File: config.mk
export PLATFORM = sky130hd
export DESIGN_NAME = watchdog_control_top
export DESIGN_NICKNAME = d
export VERILOG_FILES = /design/src/design/watchdog_control_pkg.sv /design/src/design/watchdog_control_tick_if.sv /design/src/design/watchdog_control_prescaler.sv /design/src/design/watchdog_control_top.sv
export VERILOG_INCLUDE_DIRS = /design/src /design/src/design
export SDC_FILE = /design/constraint.sdc
export NUM_CORES = 1
export LEC_CHECK = 0
export BUFFER_PORTS_ARGS = -buffer_cell sky130_fd_sc_hd__buf_2
export CORE_MARGIN = 8
export CORE_UTILIZATION = 50
export CTS_CLUSTER_SIZE = 8
export DETAILED_ROUTE_END_ITERATION = 8
export PLACE_DENSITY = 0.76
export REMOVE_ABC_BUFFERS = 1
export SLEW_MARGIN = 10
export SYNTH_ARGS = -nofsm -noshare
export SYNTH_HDL_FRONTEND = slang
export SYNTH_SLANG_ARGS = --single-unit
File: constraint.sdc
create_clock -name mclk -period 6.2 [get_ports mclk]
set_clock_uncertainty 0.2 [all_clocks]
set_input_delay 0.31 -clock mclk [delete_from_list [all_inputs] [get_ports mclk]]
set_output_delay 0.31 -clock mclk [all_outputs]
set_load 0.1 [all_outputs]
File: src/design/watchdog_control_cfg.svh
// watchdog register offsets, field positions, reset values and timing counts
// assumes byte addressing on a 32-bit apb bus, one word per register
`ifndef WATCHDOG_CONTROL_CFG_SVH
`define WATCHDOG_CONTROL_CFG_SVH
`define WATCHDOG_CONTROL_OFF_CTRL 12'h000
`define WATCHDOG_CONTROL_OFF_CMP 12'h004
`define WATCHDOG_CONTROL_OFF_CAUSE 12'h008
`define WATCHDOG_CONTROL_OFF_STAT 12'h00c
`define WATCHDOG_CONTROL_OFF_MASK 12'h010
`define WATCHDOG_CONTROL_BIT_RST_EN 6
`define WATCHDOG_CONTROL_BIT_FLAG 5
`define WATCHDOG_CONTROL_BIT_CLR 4
`define WATCHDOG_CONTROL_BIT_LPD 3
`define WATCHDOG_CONTROL_CTRL_RESET 8'h4f
`define WATCHDOG_CONTROL_CMP_RESET 8'hff
`define WATCHDOG_CONTROL_RC_HZ 38000
`define WATCHDOG_CONTROL_RC_POST_MAX 16'hffff
`define WATCHDOG_CONTROL_PRE_BASE 8
`define WATCHDOG_CONTROL_RST_PULSE_CYC 8'h10
`endif

File: src/design/watchdog_control_pkg.sv
// watchdog types shared by the top and the tick generator
// assumes watchdog_control_cfg.svh is on the include path
package watchdog_control_pkg;
   typedef enum logic [1:0] {
      watchdog_control_idle_type_run = 2'b00,
      watchdog_control_idle_type_rst = 2'b01
   } watchdog_control_mode_type;
   typedef struct packed {
      logic rst_en;
      logic flag;
      logic lp_disable;
      logic [2:0] prescale;
   } watchdog_control_ctrl_type;
endpackage

File: src/design/watchdog_control_tick_if.sv
// interface between the watchdog top and its prescaler
// assumes one clock, mclk, on both sides
`timescale 1ns/100ps
interface watchdog_control_tick_if;
   logic run;
   logic clear;
   logic [2:0] prescale;
   logic tick;
   modport ctrl (output run, output clear, output prescale, input tick);
   modport pre (input run, input clear, input prescale, output tick);
endinterface

File: src/design/watchdog_control_prescaler.sv
// rc clock edge detector and 1/8..1/1024 prescaler
// assumes rc_clk is asynchronous to mclk and far slower than it
`timescale 1ns/100ps
`include "watchdog_control_cfg.svh"
module watchdog_control_prescaler (
   input wire logic mclk,
   input wire logic resetn,
   input wire logic rc_clk,
   watchdog_control_tick_if.pre tif
);
   import watchdog_control_pkg::*;
   typedef struct packed {
      logic [2:0] sync;
      logic [9:0] div;
      logic tick;
   } watchdog_control_pre_type;
   watchdog_control_pre_type state_reg;
   watchdog_control_pre_type state_next;
   logic rc_rise;
   logic [9:0] div_last;
   ////////////////////////////////////////////////////////////////////////////
   always_comb begin
      rc_rise = state_reg.sync[2] ^ state_reg.sync[1] ? state_reg.sync[1] : 1'b0;
      div_last = 10'((`WATCHDOG_CONTROL_PRE_BASE << tif.prescale) - 1);
      state_next = state_reg;
      state_next.sync = {state_reg.sync[1:0], rc_clk};
      state_next.tick = 1'b0;
      // counting is done on rc edges only, never on mclk itself
      if (tif.clear || !tif.run) begin
         state_next.div = 10'h000;
      end else if (rc_rise) begin
         if (state_reg.div >= div_last) begin
            state_next.div = 10'h000;
            state_next.tick = 1'b1;
         end else begin
            state_next.div = state_reg.div + 10'h001;
         end
      end
   end
   always_ff @(posedge mclk or negedge resetn) begin
      if (!resetn) begin
         state_reg <= '0;
      end else begin
         state_reg <= state_next;
      end
   end
   assign tif.tick = state_reg.tick;
endmodule

File: src/design/watchdog_control_top.sv
// watchdog timer with apb register access and chip reset request
// assumes rc_clk from the low-frequency oscillator and low_power from the pmu
//
// The register offsets and the APB interface to the registers were left to the implementer.
`timescale 1ns/100ps
`include "watchdog_control_cfg.svh"
//
// Contract
// - counter counts up, clocked from the low-frequency rc oscillator
// - overflow with reset enable set resets the whole chip
// - overflow with reset enable clear raises an interrupt when enabled
// - overflow flag sets on every overflow, reset or not
// - hardware sets overflow flag; software clears it when servicing
// - writing one to counter clear zeroes counter; bit self-clears, reads zero
// - low power disable clear: keep counting in idle and power-down
// - low power disable set: stop counting in idle and power-down
// - prescale field bits 2..0 selects divide 8 up to 1024
// - watchdog reset cause flag survives the reset it caused
// - counter equal to compare value signals overflow, clears, resumes
// - compare value zero stops the watchdog; nonzero starts it
// - period is divide factor times compare plus one over 38 khz
module watchdog_control_top (
   input wire logic mclk,
   input wire logic resetn,
   input wire logic rc_clk,
   input wire logic low_power,
   input wire logic psel,
   input wire logic penable,
   input wire logic pwrite,
   input wire logic [11:0] paddr,
   input wire logic [31:0] pwdata,
   output logic [31:0] prdata,
   output logic pready,
   output logic pslverr,
   output logic chip_reset_req,
   output logic irq
);
   import watchdog_control_pkg::*;
   typedef struct packed {
      watchdog_control_ctrl_type ctrl;
      logic [7:0] compare_value;
      logic [7:0] count;
      logic watchdog_reset_cause;
      logic [1:0] status;
      logic [1:0] mask;
      logic [7:0] rst_cnt;
      logic [31:0] rdata;
      logic slverr;
      logic clr_pulse;
   } watchdog_control_state_type;
   watchdog_control_state_type state_reg;
   watchdog_control_state_type state_next;
   watchdog_control_tick_if tif ();
   logic wr_en;
   logic rd_en;
   logic hit;
   logic overflow;
   logic counting;
   logic [7:0] ctrl_rd;
   localparam logic [7:0] CTRL_RST = `WATCHDOG_CONTROL_CTRL_RESET;
   // fields picked by position; a plain cast would drop the top bits of the byte
   localparam watchdog_control_ctrl_type CTRL_INIT = '{rst_en: CTRL_RST[`WATCHDOG_CONTROL_BIT_RST_EN], flag: 1'b0,
      lp_disable: CTRL_RST[`WATCHDOG_CONTROL_BIT_LPD], prescale: CTRL_RST[2:0]};
   ////////////////////////////////////////////////////////////////////////////
   watchdog_control_prescaler u_pre (
      .mclk(mclk),
      .resetn(resetn),
      .rc_clk(rc_clk),
      .tif(tif)
   );
   // period = (8<<prescale)*(compare+1) rc cycles at `WATCHDOG_CONTROL_RC_HZ
   assign counting = (state_reg.compare_value != 8'h00)
      && !(low_power && state_reg.ctrl.lp_disable);
   assign tif.run = counting;
   assign tif.clear = state_reg.clr_pulse;
   assign tif.prescale = state_reg.ctrl.prescale;
   assign overflow = tif.tick && counting && (state_reg.count == state_reg.compare_value);
   assign pready = 1'b1;
   assign wr_en = psel && penable && pwrite;
   assign rd_en = psel && !penable && !pwrite;
   assign hit = (paddr == `WATCHDOG_CONTROL_OFF_CTRL) || (paddr == `WATCHDOG_CONTROL_OFF_CMP)
      || (paddr == `WATCHDOG_CONTROL_OFF_CAUSE) || (paddr == `WATCHDOG_CONTROL_OFF_STAT)
      || (paddr == `WATCHDOG_CONTROL_OFF_MASK);
   // bit 7 is hard zero, counter clear always reads back zero
   assign ctrl_rd = {1'b0, state_reg.ctrl.rst_en, state_reg.ctrl.flag, 1'b0,
      state_reg.ctrl.lp_disable, state_reg.ctrl.prescale};
   ////////////////////////////////////////////////////////////////////////////
   always_comb begin
      state_next = state_reg;
      state_next.clr_pulse = 1'b0;
      // counter
      if (state_reg.clr_pulse) begin
         state_next.count = 8'h00;
      end else if (overflow) begin
         state_next.count = 8'h00;
      end else if (tif.tick && counting) begin
         state_next.count = state_reg.count + 8'h01;
      end
      // reset pulse stretcher
      if (state_reg.rst_cnt != 8'h00) begin
         state_next.rst_cnt = state_reg.rst_cnt - 8'h01;
      end
      // register writes; hardware set comes after so it wins over a clear
      if (wr_en) begin
         if (paddr == `WATCHDOG_CONTROL_OFF_CTRL) begin
            state_next.ctrl.rst_en = pwdata[`WATCHDOG_CONTROL_BIT_RST_EN];
            state_next.ctrl.flag = pwdata[`WATCHDOG_CONTROL_BIT_FLAG]; // software clears
            state_next.ctrl.lp_disable = pwdata[`WATCHDOG_CONTROL_BIT_LPD];
            state_next.ctrl.prescale = pwdata[2:0];
            state_next.clr_pulse = pwdata[`WATCHDOG_CONTROL_BIT_CLR];
         end else if (paddr == `WATCHDOG_CONTROL_OFF_CMP) begin
            state_next.compare_value = pwdata[7:0];
         end else if (paddr == `WATCHDOG_CONTROL_OFF_CAUSE) begin
            state_next.watchdog_reset_cause = state_reg.watchdog_reset_cause & ~pwdata[0];
         end else if (paddr == `WATCHDOG_CONTROL_OFF_STAT) begin
            state_next.status = state_reg.status & ~pwdata[1:0];
         end else if (paddr == `WATCHDOG_CONTROL_OFF_MASK) begin
            state_next.mask = pwdata[1:0];
         end
      end
      if (overflow) begin
         state_next.ctrl.flag = 1'b1;
         state_next.status[0] = 1'b1;
         if (state_reg.ctrl.rst_en) begin
            state_next.rst_cnt = `WATCHDOG_CONTROL_RST_PULSE_CYC;
            state_next.watchdog_reset_cause = 1'b1;
            state_next.status[1] = 1'b1;
         end
      end
      // chip reset reloads control, compare and counter; cause flag, status and mask are kept
      if (state_reg.rst_cnt == 8'h01) begin
         state_next.ctrl = CTRL_INIT;
         state_next.count = 8'h00;
         state_next.compare_value = `WATCHDOG_CONTROL_CMP_RESET;
         state_next.clr_pulse = 1'b1;
      end
      // read path, latched in the setup phase
      state_next.slverr = 1'b0;
      if (rd_en) begin
         if (paddr == `WATCHDOG_CONTROL_OFF_CTRL) begin
            state_next.rdata = {24'h000000, ctrl_rd};
         end else if (paddr == `WATCHDOG_CONTROL_OFF_CMP) begin
            state_next.rdata = {24'h000000, state_reg.compare_value};
         end else if (paddr == `WATCHDOG_CONTROL_OFF_CAUSE) begin
            state_next.rdata = {31'h00000000, state_reg.watchdog_reset_cause};
         end else if (paddr == `WATCHDOG_CONTROL_OFF_STAT) begin
            state_next.rdata = {30'h00000000, state_reg.status};
         end else if (paddr == `WATCHDOG_CONTROL_OFF_MASK) begin
            state_next.rdata = {30'h00000000, state_reg.mask};
         end else begin
            state_next.rdata = 32'h00000000;
            state_next.slverr = 1'b1;
         end
      end
      // decoded in setup so the error already stands in the access phase
      if (psel && !penable) begin
         state_next.slverr = !hit;
      end
   end
   always_ff @(posedge mclk or negedge resetn) begin
      if (!resetn) begin
         state_reg <= '0;
         state_reg.ctrl <= CTRL_INIT;
         state_reg.compare_value <= `WATCHDOG_CONTROL_CMP_RESET;
      end else begin
         state_reg <= state_next;
      end
   end
   ////////////////////////////////////////////////////////////////////////////
   assign prdata = state_reg.rdata;
   assign pslverr = state_reg.slverr && psel && penable;
   assign chip_reset_req = (state_reg.rst_cnt != 8'h00);
   // interrupt from status bit 0 when reset is off, or from status bit 1, each gated by its mask bit
   assign irq = |(state_reg.status & state_reg.mask & {1'b1, !state_reg.ctrl.rst_en});
endmodule

======== After elaboration in Yosys (flattened, before gate mapping) ========
Cells that the tools add are included.
operators by class
  $add $sub $neg .......................... 4
  magnitude comparators ................... 1
  eq/ne operators ......................... 10
  shift-type cells ........................ 1
  multiplexer cells ....................... 43
  bitwise gates (word level) .............. 11
  reductions and logical operators ........ 39
operators by type and width
  kind                                                  count
  2-to-1 mux 8 bit                                      10
  equality test 12 x 4 -> 1 bit, second input constant  2
  2-to-1 mux 22 bit                                     1
  2-to-1 mux 10 bit                                     2
  nonzero test 8 bit                                    2
  2-to-1 mux 1 bit                                      15
  2-to-1 mux 5 bit                                      3
  2-to-1 mux 14 bit                                     1
  2-to-1 mux 2 bit                                      7
  equality test 12 x 3 -> 1 bit, second input constant  1
  equality test 12 x 5 -> 1 bit, second input constant  1
  zero test 12 bit                                      1
  nonzero test 2 bit                                    6
  2-to-1 mux 11 bit                                     1
  adder 10 x 1 -> 10 bit, second input constant         1
  greater-or-equal comparator 10 bit                    1
  logical AND 1 bit                                     10
  << shifter 4 x 3 -> 10 bit, first input constant      1
  subtractor 10 x 2 -> 10 bit, second input constant    1
  adder 8 x 1 -> 8 bit, second input constant           1
  equality test 8 x 1 -> 1 bit, second input constant   1
  equality test 8 bit                                   1
  subtractor 8 x 1 -> 8 bit, second input constant      1
  bitwise AND 2 bit                                     3
  other kinds (18)                                      35
storage, ports and cells
  register bits after elaboration ......... 83
  output and inout port bits .............. 36
  word-level logic and storage cells ...... 126

======== Depth between registers and ports, before layout ========
  word-level depth ........................ 9
  mapped depth ............................ 9
  gate-level depth less buffers ........... 7

======== Modules after synthesis ========
Synthesis repeated with hierarchy kept, for this count alone.
second synthesis, totals
  cell total of the unflattened synthesis .. 379
  area total of the unflattened synthesis .. 3597.2 um^2
by module, submodules not included
  module                      times used  cells each  area an instance (um^2)  sequential area each (um^2)
  watchdog_control_top        1           278         2688.8                   1142.3
  watchdog_control_prescaler  1           101         908.4                    350.3

======== Worst setup path after synthesis ========
OpenSTA, ideal clock, no wires.
  kind .................................... register to output
  from .................................... reg state_reg[42] (netlist bit)
  to ...................................... out irq
  arrival ................................. 2491 ps
  slack ................................... 3199 ps
  stages on the path, launching flop included .. 3
  path through ............................ dfrtp_1 nand2_1 o21ai_0
on the way
  cells in the longest elaborated chain, start to end .. 3
ends and longest elaborated chain
  what                            line                         source
  start: declaration              watchdog_control_top.sv:51   watchdog_control_state_type state_reg;
  start signal: assignment        watchdog_control_top.sv:166  state_reg <= state_next;
  bitwise AND 2 bit (2 in a row)  watchdog_control_top.sv:174  assign irq = |(state_reg.status & state_reg.mask & {1'b1, !state_reg.ctrl.rst_en});
  OR reduction 2 bit              watchdog_control_top.sv:174
  end: declaration                watchdog_control_top.sv:36   output logic irq
No other way between the ends.

======== Worst setup path after layout ========
  from .................................... reg state_reg, in the netlist tif.prescale[2]
  to ...................................... reg u_pre.state_reg[6] (netlist bit)
on the way
  cells in the longest elaborated chain, start to end .. 6
ends and longest elaborated chain
  what                                  line                              source
  << shifter 4 x 3 -> 10 bit (no line)  n/a
  subtractor 10 x 2 -> 10 bit           watchdog_control_prescaler.sv:24  div_last = 10'((`WATCHDOG_CONTROL_PRE_BASE << tif.prescale) - 1);
  greater-or-equal comparator 10 bit    watchdog_control_prescaler.sv:32  if (state_reg.div >= div_last) begin
  2-to-1 mux 10 bit                     watchdog_control_prescaler.sv:32
  2-to-1 mux 11 bit                     watchdog_control_prescaler.sv:31  end else if (rc_rise) begin
  2-to-1 mux 10 bit                     watchdog_control_prescaler.sv:29  if (tif.clear || !tif.run) begin
  end signal: assignment                watchdog_control_prescaler.sv:44  state_reg <= state_next;
  end: declaration                      watchdog_control_prescaler.sv:17  watchdog_control_pre_type state_reg;
No other way between the ends. The select of a mux whose other input is x is not followed.
A chain may end at the register's enable or synchronous reset.

==> summary.txt <==
Status
  • Status: complete, no violations

Placement
  • DP HPWL: 5440 um
  • GPL Wtd Cong: 0.869
  • Port Buffer Count: 37
  • Cells after DPL: 471

Detailed routing
  • Total Routed Length: between 7000 and 8000 um
  • Via count: 2762
  • DRT antenna net count: 0
  • DR WL/cell: 15.6 um
  • DRC: 0
  • 1st-iter DRT viols: 133
  • TritonRoute pass-1 iters: 4
  • Drt via density: 5.64

Cells and area
  • Antenna diodes: 0
  • Share of cells above drive strength 1: between 15 and 20%
  • # nets final: about 470
  • Largest register FFs: 30
  • Area grow syn2layout: 9.16%
  • Post-route insts no fill: 490

CTS
  • Clock buffer depth: 2
  • TritonCTS clock tree: yes
  • CTS root buffer: clkbuf_8
  • PostCTS Resize Cnt: 0
  • Reg clk slew, reported paths: approximately 60 ps
  • Num CTS Buffers: 9
  • Worst skew pair latency: roughly 340 ps
  • Clock Sinks: 59
  • H-tree depth: 3

Pwr
  • P per Cell Area: 226 mW/mm2
  • VDD IR max: 0.162 mV
  • Final Power: 0.859 mW
  • Pleak: 1.79 nW

Flow run
  • Max_cap viols: 0

Yosys
  • Async SR Flop Fraction: 100%
  • Synth Flop Type: dfrtp_1
  • Post-Syn Instances: 374
  • Mean Syn Cell Area: 9.31 um2
  • Top-area cell type share of the netlist area: roughly 33%
  • Largest cells by area after synthesis: dfrtp_1 33%, dfstp_2 9.8%, buf_4 7.1%
  • Synth top cells by count: 46 x dfrtp_1, 41 x nand2_1, 33 x buf_4
  • Largest area contributor in the netlist: dfrtp_1
  • Synth cell types: 49
  • Post-synth EDFFs: 0
  • Sequential fraction of the synthesis area: 42.9%
  • Yosys warnings: 0
  • Flops & latches, synth: 59
  • Most frequent cell after synthesis: dfrtp_1
  • Netlist area before placement: 0.00348 mm2

Global route
  • Initial antenna violation count: 0
  • Total grt overflow: 0
  • Largest net degree at the start of global routing: 60
  • First-pass GRT wire length: 12700 um
  • Vias in the first global route: ~2700
  • GRT Util Overall: 15.9%

Floorplanning
  • FP Rows: 30
  • Die width: between 90 and 100 um
  • Die Y: 99.5 um
  • Number of I/O pins: 87
  • Core ar.: 0.00676 mm2
  • Starting density of the core: about half
  • Die area: 0.00989 mm2

Setup path
  • Critical Path Fanout Max: 16
  • Startpoint class of the critical path: register
  • Worst Path Class, Setup: register to register
  • Worst Path Required: 6280 ps
  • Crit path arrival time: 2720 ps
  • CP Capture Type: register

STA
  • Max Clock Freq: 378 MHz
  • Tightest Pin Transition: 800 ps
  • Final setup viols: 0
  • Max-slew violation count: 0
  • Final Hold Viols: 0
  • Setup TNS Final: 0 ps
  • Tcrit/Tclk final: 42.7%
  • Final Critical Period: 2650 ps
  • RSZ-0062 raised after global routing: no
  • Slew headroom: around 46%

Hold path
  • Hold Crit Class: input pin to register
-- area by class of cell --
cell class | instances | area [um2]
repair buffers | 42 | 230
inverters | 11 | 41.3
multi-input cells | 282 | 1730
well taps | 80 | 100
clock inverters | 1 | 30.0
fillers | 602 | 2960
clock buffers | 15 | 176
flip-flops and latches | 59 | 1490
-- metal layers --
layer	GRT usage [%]	part of all wire [%]	vias up
met5	0	0	-
met4	8.61	2.2	0
met3	4.40	6.9	13
met2	25.8	47	88
met1	18.7	44	1327
li1	-	-	1334
-- timing repair --
item	CTS	global route
endpoints found under the hold margin	48	0
buffers inserted	0	0
hold buffers	3	0
-- critical path, stage by stage, from the launching register on --
cell      delay [ps]
dfstp_2          620
nand3_1          110
ha_1             230
nor4_1           270
a21oi_1          170
a211oi_4         630
and3_1           260
a221o_1          100
-- through the flow --
step	hold WS, ps	cell area, um2	util, %	setup slack (ps)
after CTS	13.1	3800	56.3	3560
after detailed placement	137	3560	52.8	3580
final	24.0	3800	56.3	3550
after global placement	137	3560	52.8	3680
after global routing	24.8	3800	56.3	3330
after floorplan	-186	3260	-	3200
-- cell usage in the layout, fill, tap and decap left out, types with 2 or more instances in the layout --
cell	Yosys	final
a21oi_1	17	17
o21ai_0	10	10
conb_1	2	25
dlygate4sd3_1	0	3
o31ai_1	3	3
nand2_1	41	41
and3_1	8	8
and2_1	2	2
a22o_1	4	4
buf_4	33	2
buf_2	3	37
nor2_1	30	30
inv_1	11	11
dfstp_2	13	13
nor3_1	10	10
nor3b_1	6	6
mux2_2	3	3
nand2b_1	5	5
mux2i_1	14	14
nor2b_1	4	4
clkbuf_1	7	3
nand3_1	27	27
a221o_1	8	8
xnor2_1	2	2
or3_1	3	3
xor2_1	10	10
or2_2	3	3
clkbuf_8	0	12
nand4_1	8	8
dfrtp_1	46	46
ha_1	11	11
a211oi_1	3	3
nor4_1	8	8
a21o_1	2	2
-- kinds of logic after synthesis --
family	synth area share, %
AOI/OAI and AO/OA	11.4
adders and majority gates	3.95
xor gates and xnor gates	3.02
DFF	42.9
and+or+nand+nor	23.0
muxes	5.64
other	0.216
buffers and inverters	9.95
-- where the power goes --
group	switching (mW)	internal (mW)
Combinational	0.0898	0.0144
Sequential	0.00148	0.388
Clock	0.146	0.219
-- final timing paths --
path | from | endpoint | slack, ps | cells past startpoint
worst max register to register | tif.prescale[2] | u_pre.state_reg[6] | 3550 | 7
worst min-delay path | pwdata[5] | state_reg[60] | 20 | 3
max in group asynchronous | resetn | u_pre.state_reg[9] | 4850 | 3
worst min register to register | u_pre.state_next[12] | u_pre.state_next[13] | 150 | 0
min in group asynchronous | resetn | state_reg[37] | 460 | 3
worst max-delay path | tif.prescale[2] | u_pre.state_reg[6] | 3550 | 7
Power figures use the tool's default switching activity.
